===== src/design/clem_map.svh =====
// Purpose: Constants for the configurable logic element
// Assumes: 25 MHz system clock
// Notes: Offsets do not exist; all config is on plain ports
`ifndef CLEM_MAP_SVH
`define CLEM_MAP_SVH
`define CLEM_CLK_HZ 25000000
`define CLEM_MS_PER_S 1000
`define CLEM_CYC_PER_MS (`CLEM_CLK_HZ / `CLEM_MS_PER_S)
`define CLEM_PULSE_MS 20
`define CLEM_N_IN 16
`define CLEM_GCNT_W 5
`define CLEM_DLY_W 16
`define CLEM_CTR_W 16
`define CLEM_LATCH_RST 1'b0
`define CLEM_OUT_RST 1'b0
`endif


===== src/design/clem_pkg.sv =====
// Purpose: Types for the configurable logic element
// Assumes: Widths from clem_map.svh
// Notes: Group counts pick consecutive input slots A, B, C, D
`include "clem_map.svh"
package clem_pkg;
	typedef enum logic [3:0] {
		G_AND = 4'h0,
		G_OR = 4'h1,
		G_XOR = 4'h2,
		G_AND_OR = 4'h3,
		G_INVERTED_INPUT_AND = 4'h4,
		G_INVERTED_INPUT_OR = 4'h5,
		G_COUNTER_GATE = 4'h6,
		G_SR_LATCH = 4'h7,
		G_SET_DATA_LOAD_LATCH = 4'h8,
		G_PULSE_RISE_POS = 4'h9,
		G_PULSE_RISE_NEG = 4'hA,
		G_PULSE_FALL_POS = 4'hB,
		G_PULSE_FALL_NEG = 4'hC,
		G_PULSE_ANY_POS = 4'hD,
		G_PULSE_ANY_NEG = 4'hE
	} clem_gate_t;
	typedef enum logic [1:0] {
		DLY_IDLE = 2'b00,
		DLY_ON_WAIT = 2'b01,
		DLY_ACTIVE = 2'b10,
		DLY_OFF_WAIT = 2'b11
	} clem_dly_t;
	// Element settings as loaded from the settings store
	typedef struct packed {
		clem_gate_t gate;
		logic invert;
		logic reverse;
		logic [`CLEM_DLY_W-1:0] on_delay_ms;
		logic [`CLEM_DLY_W-1:0] off_delay_ms;
		logic [`CLEM_CTR_W-1:0] count_setting;
		logic [`CLEM_GCNT_W-1:0] grp_a_cnt;
		logic [`CLEM_GCNT_W-1:0] grp_b_cnt;
		logic [`CLEM_GCNT_W-1:0] grp_c_cnt;
		logic [`CLEM_GCNT_W-1:0] grp_d_cnt;
	} clem_cfg_t;
endpackage


===== src/design/clem_ms_timer.sv =====
// Purpose: Millisecond interval timer with its own tick prescaler
// Assumes: start and abort come from logic on the same clock
// Notes: Prescaler restarts on start, so intervals are exact
`timescale 1ns/100ps
`include "clem_map.svh"
module clem_ms_timer #(
	parameter int CYC_PER_MS = `CLEM_CYC_PER_MS,
	parameter int DUR_W = `CLEM_DLY_W
) (
	input wire logic clk,
	input wire logic rst,
	input wire logic start,
	input wire logic abort,
	input wire logic [DUR_W-1:0] duration,
	output logic running
);
	localparam int PRE_W = $clog2(CYC_PER_MS);
	localparam logic [PRE_W-1:0] PRE_TOP = PRE_W'(CYC_PER_MS - 1);
	logic [PRE_W-1:0] pre;
	logic [DUR_W-1:0] ms_left;
	// One millisecond tick while running
	wire tick = running && (pre == '0);
	wire last_ms = ms_left == DUR_W'(1);
	// Running stays high duration times CYC_PER_MS cycles
	always_ff @(posedge clk or posedge rst) begin
		if (rst) begin
			running <= 1'b0;
			pre <= '0;
			ms_left <= '0;
		end else if (abort) begin
			running <= 1'b0;
		end else if (start) begin
			running <= (duration != '0);
			pre <= PRE_TOP;
			ms_left <= duration;
		end else if (tick) begin
			pre <= PRE_TOP;
			ms_left <= ms_left - 1'b1;
			running <= !last_ms;
		end else if (running) begin
			pre <= pre - 1'b1;
		end
	end
endmodule


===== src/design/clem_element.sv =====
// Purpose: One configurable logic element of a protection relay
// Assumes: Settings are static while the element runs
// Notes: Inputs are asynchronous pins and are synchronised first
`timescale 1ns/100ps
`include "clem_map.svh"
module clem_element import clem_pkg::*; #(
	parameter int N_IN = `CLEM_N_IN,
	parameter int CYC_PER_MS = `CLEM_CYC_PER_MS
) (
	input wire logic SYS_CLK,
	input wire logic RST,
	input wire logic [N_IN-1:0] LOGIC_IN,
	input clem_cfg_t CFG,
	output logic ELEMENT_OUT,
	output logic [`CLEM_CTR_W-1:0] COUNT_VALUE
);
	localparam int SUM_W = `CLEM_GCNT_W + 2;
	localparam int PULSE_CYC = `CLEM_PULSE_MS * CYC_PER_MS;
	localparam logic [`CLEM_DLY_W-1:0] PULSE_MS = `CLEM_DLY_W'(`CLEM_PULSE_MS);

	// Refuse sizes the group decode or prescaler cannot serve
	if (N_IN < 1 || N_IN > (1 << `CLEM_GCNT_W) - 1) begin : g_bad_n
		$error("N_IN out of range");
	end
	if (CYC_PER_MS < 2) begin : g_bad_cyc
		$error("CYC_PER_MS must be at least 2");
	end

	logic [N_IN-1:0] in_meta;
	logic [N_IN-1:0] in_sync;
	logic a_prev;
	logic latch_q;
	clem_dly_t dly_state;
	clem_dly_t next_dly;
	logic raw_cond;
	logic dly_start;
	logic dly_abort;
	logic dly_running;
	logic pulse_run;
	logic [N_IN-1:0] mask_a;
	logic [N_IN-1:0] mask_b;
	logic [N_IN-1:0] mask_c;
	logic [N_IN-1:0] mask_d;

	// Two-stage synchroniser on the element inputs
	always_ff @(posedge SYS_CLK or posedge RST) begin
		if (RST) begin
			in_meta <= '0;
			in_sync <= '0;
		end else begin
			in_meta <= LOGIC_IN;
			in_sync <= in_meta;
		end
	end

	// Group boundaries: A, B, C, D occupy consecutive slots
	wire [SUM_W-1:0] end_a = SUM_W'(CFG.grp_a_cnt);
	wire [SUM_W-1:0] end_b = end_a + SUM_W'(CFG.grp_b_cnt);
	wire [SUM_W-1:0] end_c = end_b + SUM_W'(CFG.grp_c_cnt);
	wire [SUM_W-1:0] end_d = end_c + SUM_W'(CFG.grp_d_cnt);
	for (genvar i = 0; i < N_IN; i++) begin : g_mask
		assign mask_a[i] = SUM_W'(i) < end_a;
		assign mask_b[i] = (SUM_W'(i) >= end_a) && (SUM_W'(i) < end_b);
		assign mask_c[i] = (SUM_W'(i) >= end_b) && (SUM_W'(i) < end_c);
		assign mask_d[i] = (SUM_W'(i) >= end_c) && (SUM_W'(i) < end_d);
	end

	// Per-group reductions; empty AND groups read as true
	wire any_a = |(in_sync & mask_a);
	wire all_a = &(in_sync | ~mask_a);
	wire xor_a = ^(in_sync & mask_a);
	wire any_b = |(in_sync & mask_b);
	wire all_b = &(in_sync | ~mask_b);
	wire any_b_inv = |(~in_sync & mask_b);
	wire all_b_inv = &(~in_sync | ~mask_b);
	wire any_c = |(in_sync & mask_c);
	wire any_d = |(in_sync & mask_d);

	// Combined gate: A feeds the first stage, B joins the second
	wire and_or = CFG.reverse ? (any_a & all_b) : (all_a | any_b);
	// Normal inputs in A, inverted inputs in B
	wire inv_and = all_a & all_b_inv;
	wire inv_or = any_a | any_b_inv;

	// Edge detect on the OR of group A for pulses and counting
	wire a_rise = any_a & ~a_prev;
	wire a_fall = ~any_a & a_prev;
	wire pulse_rise_type = (CFG.gate == G_PULSE_RISE_POS) || (CFG.gate == G_PULSE_RISE_NEG);
	wire pulse_fall_type = (CFG.gate == G_PULSE_FALL_POS) || (CFG.gate == G_PULSE_FALL_NEG);
	wire pulse_any_type = (CFG.gate == G_PULSE_ANY_POS) || (CFG.gate == G_PULSE_ANY_NEG);
	wire pulse_trig = (pulse_rise_type & a_rise) | (pulse_fall_type & a_fall)
		| (pulse_any_type & (a_rise | a_fall));

	// Pulse width timer; a new edge restarts the full width
	clem_ms_timer #(
		.CYC_PER_MS(CYC_PER_MS),
		.DUR_W(`CLEM_DLY_W)
	) u_pulse_timer (
		.clk(SYS_CLK),
		.rst(RST),
		.start(pulse_trig),
		.abort(1'b0),
		.duration(PULSE_MS),
		.running(pulse_run)
	);

	// Counter gate: rising edges of A count, any B input clears
	wire ctr_type = CFG.gate == G_COUNTER_GATE;
	wire ctr_clear = ctr_type & any_b;
	wire ctr_inc = ctr_type & a_rise & (COUNT_VALUE != '1);
	wire ctr_hit = COUNT_VALUE >= CFG.count_setting;

	// Latches: reset always wins, a stored one only leaves on reset
	wire sr_type = CFG.gate == G_SR_LATCH;
	wire sdl_type = CFG.gate == G_SET_DATA_LOAD_LATCH;
	wire latch_rst = sr_type ? any_b : any_d;
	wire latch_load = sdl_type & any_c & any_b;
	wire next_latch = (sr_type | sdl_type) & ~latch_rst & (any_a | latch_load | latch_q);

	// Element bookkeeping registers
	always_ff @(posedge SYS_CLK or posedge RST) begin
		if (RST) begin
			a_prev <= 1'b0;
			latch_q <= `CLEM_LATCH_RST;
			COUNT_VALUE <= '0;
		end else begin
			a_prev <= any_a;
			latch_q <= next_latch;
			if (ctr_clear) begin
				COUNT_VALUE <= '0;
			end else if (ctr_inc) begin
				COUNT_VALUE <= COUNT_VALUE + 1'b1;
			end
		end
	end

	// Gate function select; code 4'hF is unused and reads false
	always_comb begin
		raw_cond = 1'b0;
		unique case (CFG.gate)
			G_AND: raw_cond = all_a;
			G_OR: raw_cond = any_a;
			G_XOR: raw_cond = xor_a;
			G_AND_OR: raw_cond = and_or;
			G_INVERTED_INPUT_AND: raw_cond = inv_and;
			G_INVERTED_INPUT_OR: raw_cond = inv_or;
			G_COUNTER_GATE: raw_cond = ctr_hit;
			G_SR_LATCH: raw_cond = latch_q;
			G_SET_DATA_LOAD_LATCH: raw_cond = latch_q;
			G_PULSE_RISE_POS, G_PULSE_FALL_POS, G_PULSE_ANY_POS: raw_cond = pulse_run;
			G_PULSE_RISE_NEG, G_PULSE_FALL_NEG, G_PULSE_ANY_NEG: raw_cond = ~pulse_run;
			default: raw_cond = 1'b0;
		endcase
	end

	// ON/OFF delay sequencer; one timer serves both waits
	wire on_zero = CFG.on_delay_ms == '0;
	wire off_zero = CFG.off_delay_ms == '0;
	wire [`CLEM_DLY_W-1:0] dly_dur = (dly_state == DLY_IDLE) ? CFG.on_delay_ms : CFG.off_delay_ms;
	always_comb begin
		next_dly = dly_state;
		dly_start = 1'b0;
		dly_abort = 1'b0;
		unique case (dly_state)
			DLY_IDLE: if (raw_cond) begin
				next_dly = on_zero ? DLY_ACTIVE : DLY_ON_WAIT;
				dly_start = ~on_zero;
			end
			DLY_ON_WAIT: if (!raw_cond) begin
				next_dly = DLY_IDLE;
				dly_abort = 1'b1;
			end else if (!dly_running) begin
				next_dly = DLY_ACTIVE;
			end
			DLY_ACTIVE: if (!raw_cond) begin
				next_dly = off_zero ? DLY_IDLE : DLY_OFF_WAIT;
				dly_start = ~off_zero;
			end
			DLY_OFF_WAIT: if (raw_cond) begin
				next_dly = DLY_ACTIVE;
				dly_abort = 1'b1;
			end else if (!dly_running) begin
				next_dly = DLY_IDLE;
			end
		endcase
	end

	clem_ms_timer #(
		.CYC_PER_MS(CYC_PER_MS),
		.DUR_W(`CLEM_DLY_W)
	) u_delay_timer (
		.clk(SYS_CLK),
		.rst(RST),
		.start(dly_start),
		.abort(dly_abort),
		.duration(dly_dur),
		.running(dly_running)
	);

	// Output flop: delayed state, then optional inversion
	wire next_active = (next_dly == DLY_ACTIVE) || (next_dly == DLY_OFF_WAIT);
	always_ff @(posedge SYS_CLK or posedge RST) begin
		if (RST) begin
			dly_state <= DLY_IDLE;
			ELEMENT_OUT <= `CLEM_OUT_RST;
		end else begin
			dly_state <= next_dly;
			ELEMENT_OUT <= next_active ^ CFG.invert;
		end
	end

	// Checker helpers: run lengths, only read by assertions
	int pulse_age;
	int cond_age;
	int nocond_age;
	always_ff @(posedge SYS_CLK or posedge RST) begin
		if (RST) begin
			pulse_age <= 0;
			cond_age <= 0;
			nocond_age <= 0;
		end else begin
			pulse_age <= pulse_trig ? 0 : pulse_age + 1;
			cond_age <= raw_cond ? cond_age + 1 : 0;
			nocond_age <= raw_cond ? 0 : nocond_age + 1;
		end
	end
	wire integer on_cyc = int'(CFG.on_delay_ms) * CYC_PER_MS;
	wire integer off_cyc = int'(CFG.off_delay_ms) * CYC_PER_MS;
endmodule


===== config.mk =====
export PLATFORM = sky130hd
export DESIGN_NAME = clem_element
export DESIGN_NICKNAME = d
export VERILOG_FILES = /design/src/design/clem_pkg.sv /design/src/design/clem_ms_timer.sv /design/src/design/clem_element.sv
export VERILOG_INCLUDE_DIRS = /design/src /design/src/design
export SDC_FILE = /design/constraint.sdc
export NUM_CORES = 1
export LEC_CHECK = 0
export BUFFER_PORTS_ARGS = -buffer_cell sky130_fd_sc_hd__buf_2
export CORE_MARGIN = 2
export CORE_UTILIZATION = 54
export CTS_CLUSTER_DIAMETER = 60
export DETAILED_ROUTE_END_ITERATION = 12
export GPL_ROUTABILITY_DRIVEN = 0
export PLACE_DENSITY = 0.77
export SKIP_LAST_GASP = 1
export SYNTH_ARGS = -nofsm -noshare
export SYNTH_HDL_FRONTEND = slang
export SYNTH_SLANG_ARGS = --single-unit

===== constraint.sdc =====
create_clock -name SYS_CLK -period 4.55 [get_ports SYS_CLK]
set_clock_uncertainty 0.2 [all_clocks]
set_input_delay 1.365 -clock SYS_CLK [delete_from_list [all_inputs] [get_ports SYS_CLK]]
set_output_delay 1.365 -clock SYS_CLK [all_outputs]
set_load 0.02 [all_outputs]

==> results.sh <==
export IMPL_via_count=9279
export IMPL_max_slew_margin_rel=0.365
export IMPL_num_rows=46
export IMPL_maxCapViolations=0
export IMPL_cp_arrival_ns=5.46
export IMPL_yosysUniqueCellTypes=85
export IMPL_track_usage=0.311
export IMPL_syn_instance_count=1039
export IMPL_clock_sinks=117
export IMPL_r2r_cells=15
export IMPL_synth_seq_cells=117
export IMPL_mostFrequentLayoutCells="buf_4, dfrtp_1, nand2_1"
export IMPL_drt_iter0_markers=960
export IMPL_avgSynthCellArea_um2=8.35
export IMPL_hold_violations=0
export IMPL_clkTransAtPathRegs_ns=0.06
export IMPL_cts_htree_levels=4
export IMPL_layout_commonest_cell="buf_4"
export IMPL_hold_depth=0
export IMPL_synthFlopType="dfrtp_1"
export IMPL_finalNetCount=1448
export IMPL_period_needed_ns=5.38
export IMPL_die_h_um=131
export IMPL_critical_path_top_delay_family="simple AND/OR/NAND/NOR gates"
export IMPL_numCtsBuffers=17
export IMPL_antennaDiodeCount=0
export IMPL_powerDensity_mw_per_mm2=463
export IMPL_rsz0062_at_grt="true"
export IMPL_core_area_mm2=0.0158
export IMPL_synth_edf_count=0
export IMPL_r2r_end="u_delay_timer.pre[13]"
export IMPL_place_ws_ns=-1.23
export IMPL_wl_um=27100
export IMPL_fin_ws_ns=-0.829
export IMPL_drcViolationCount=0
export IMPL_violations="setup timing"
export IMPL_wl_per_cell_um=17.7
export IMPL_hpwl_um=18500
export IMPL_fmax_mhz=186
export IMPL_finalSetupViolCount=36
export IMPL_critical_path_cell_chain="buf_8, ha_4, inv_2, fa_2, nand2b_4, or4_4, a211o_4, buf_4, o21ai_1, o311a_1, and4_4, a21oi_2, and4bb_1, buf_12, o211ai_1, o2111ai_4, bufbuf_16, or3_1"
export IMPL_dr_pass1_iters=6
export IMPL_r2r_start="in_sync[0]"
export IMPL_slew_violations=0
export IMPL_yosys_area_top_type="dfrtp_1"
export IMPL_p_leak_nw=5.53
export IMPL_crit_type="primary input to flop"
export IMPL_crit_buf_inv=5
export IMPL_cpMaxStageDelayCell="or4_4"
export IMPL_critical_path_required_ns=4.63
export IMPL_synth_top_area_frac=0.338
export IMPL_drive_above_1_share=0.320
export IMPL_syn_area_mm2=0.00867
export IMPL_vias_per_cell=6.06
export IMPL_overflow=0
export IMPL_cts_hold_buf=0
export IMPL_root_buffer="clkbuf_16"
export IMPL_cts_tree="built"
export IMPL_cts_buffer_depth=2
export IMPL_io_pins=109
export IMPL_worstMarginPinSlew_ns=0.945
export IMPL_antenna_found_initial=0
export IMPL_async_flop_share=1.00
export IMPL_cp_start_kind="primary input"
export IMPL_cpPeakStageDelay_ns=0.49
export IMPL_initial_core_util=0.550
export IMPL_tns_ns=-23.05
export IMPL_worstSetupEndpointType="flop"
export IMPL_io_buffers=108
export IMPL_antenna_left=0
export IMPL_rrSetupSlack_ns=0.36
export IMPL_dieArea_mm2=0.0171
export IMPL_area_growth_synth_to_final_pct=38.6
export IMPL_hold_start="in_meta[7]"
export IMPL_grt_pass1_wl_um=42200
export IMPL_first_global_vias=8825
export IMPL_fin_crit_sh=1.18
export IMPL_status="finished, violations left"
export IMPL_max_vdd_ir_drop_mv=0.563
export IMPL_syn_nets=1184
export IMPL_synth_area_leaders="dfrtp_1, ha_1, nand2_1"
export IMPL_insertion_delay_ns=0.42
export IMPL_min_to="in_sync[7]"
export IMPL_die_w_um=131
export IMPL_grt_start_max_net_pins=55
export IMPL_yosysWarnings=0
export IMPL_hold_class="flop to flop"
export IMPL_seq_area_frac_synth=0.338
export IMPL_path_max_fanout=11
[flip-flops by register name, indices dropped and copies added (netlist names), named ones only]
register               count
latch_q                    1
dly_state                  1
u_delay_timer.ms_left     16
a_prev                     1
u_pulse_timer.running      1
u_delay_timer.pre         15
u_delay_timer.running      1
u_pulse_timer.ms_left     16
COUNT_VALUE               16
in_sync                   16
u_pulse_timer.pre         15
in_meta                   16
ELEMENT_OUT                1
[worst reg2reg max path: stages (launching register included)]
cell and delay [ns]:
dfrtp_1 0.62, o21ai_1 0.14, ha_1 0.33, xnor2_1 0.14, xnor2_1 0.27, xnor2_2 0.17
a31oi_1 0.22, o211a_1 0.18, o311ai_0 0.15, a21oi_2 0.16, and4bb_1 0.27, buf_12 0.15
or2_4 0.14, o2111ai_4 0.17, bufbuf_16 0.34, or3_1 0.41
[cell usage after synthesis, types with 8 or more instances]
cell type  count
nor2b_1        9
nor2_1       104
dfrtp_1      117
nand3_1       35
nand4_1       12
xnor2_1       34
o21ai_0       52
inv_1         68
a31oi_1       15
a21o_1        23
nor4_1        17
o211ai_1       8
or2_2         12
xor2_1        19
nand2_1      110
mux2i_1       15
ha_1          50
a21oi_1       53
nand2b_1      21
a22o_1        12
nor3_1        35
clkbuf_1      25
or3_1         14
o21ai_1       14
a211oi_1      18
[kinds of logic after synthesis]
| family | Yosys count | synth area share |
|---|---|---|
| AO/OA/AOI/OAI | 277 | 0.221 |
| XOR/XNOR | 53 | 0.0535 |
| adder cells (fa/ha/maj) | 54 | 0.0802 |
| buffers and inverters | 108 | 0.0521 |
| flip-flops | 117 | 0.338 |
| multiplexers | 17 | 0.0203 |
| AND/OR/NAND/NOR | 413 | 0.235 |
[worst max-delay path by stage]
stage                 start                       end  slack, ns  cells past startpoint
CTS                 CFG[10]      u_delay_timer.pre[5]      -0.62                     18
floorplan           CFG[10]                   latch_q      -0.90                     22
global placement    CFG[10]  u_delay_timer.ms_left[2]      -1.15                     18
detailed placement  CFG[15]                   latch_q      -1.23                     24
finish              CFG[10]     u_delay_timer.pre[13]      -0.83                     18
global route        CFG[10]     u_delay_timer.pre[13]      -0.88                     18
[metal layers]
metal  up-vias  track usage  wire length, µm
met5         -            0                0
met4         0        0.140             1010
met3       115       0.0525             2120
met2       479        0.505            12900
met1      4380        0.412            11100
li1       4305            -                -
[through the flow]
stage / total power [mW] / cell area, µm² / hold slack, ns / instances / utilization
floorplan: 2.84 / 9000 / 0.131 / 1039 / -
CTS: 5.28 / 11700 / 0.148 / 1522 / 0.744
finish: 5.57 / 12000 / 0.146 / 1531 / 0.762
detailed placement: 3.53 / 10800 / 0.135 / 1476 / 0.682
global route: 5.83 / 12000 / 0.155 / 1531 / 0.762
global placement: 3.47 / 10800 / 0.133 / 1476 / 0.682
[area by class of cell]
cell class | instances | area (µm²)
clock buffer | 17 | 425
clock inverter | 14 | 178
fill | 1117 | 3750
inverter | 69 | 264
multi-input combinational | 816 | 5850
sequential | 117 | 2930
tap | 216 | 270
timing repair buffer | 282 | 2100
[power by group]
part	internal, mW	leakage [nW]	switching [mW]
Combinational	1.36	3.81	1.40
Clock	0.863	0.294	0.512
Sequential	1.21	1.43	0.235
[repair_timing]
action / in CTS / in global routing
cloned: 5 / 2
setup endpoints to repair: 37 / 44
setup buffers: 10 / 8
pin swaps: 17 / 22
hold endpoints to repair: 0 / 0
gates resized for setup: 39 / 43
No activity file was read; power rests on OpenSTA's default activity.
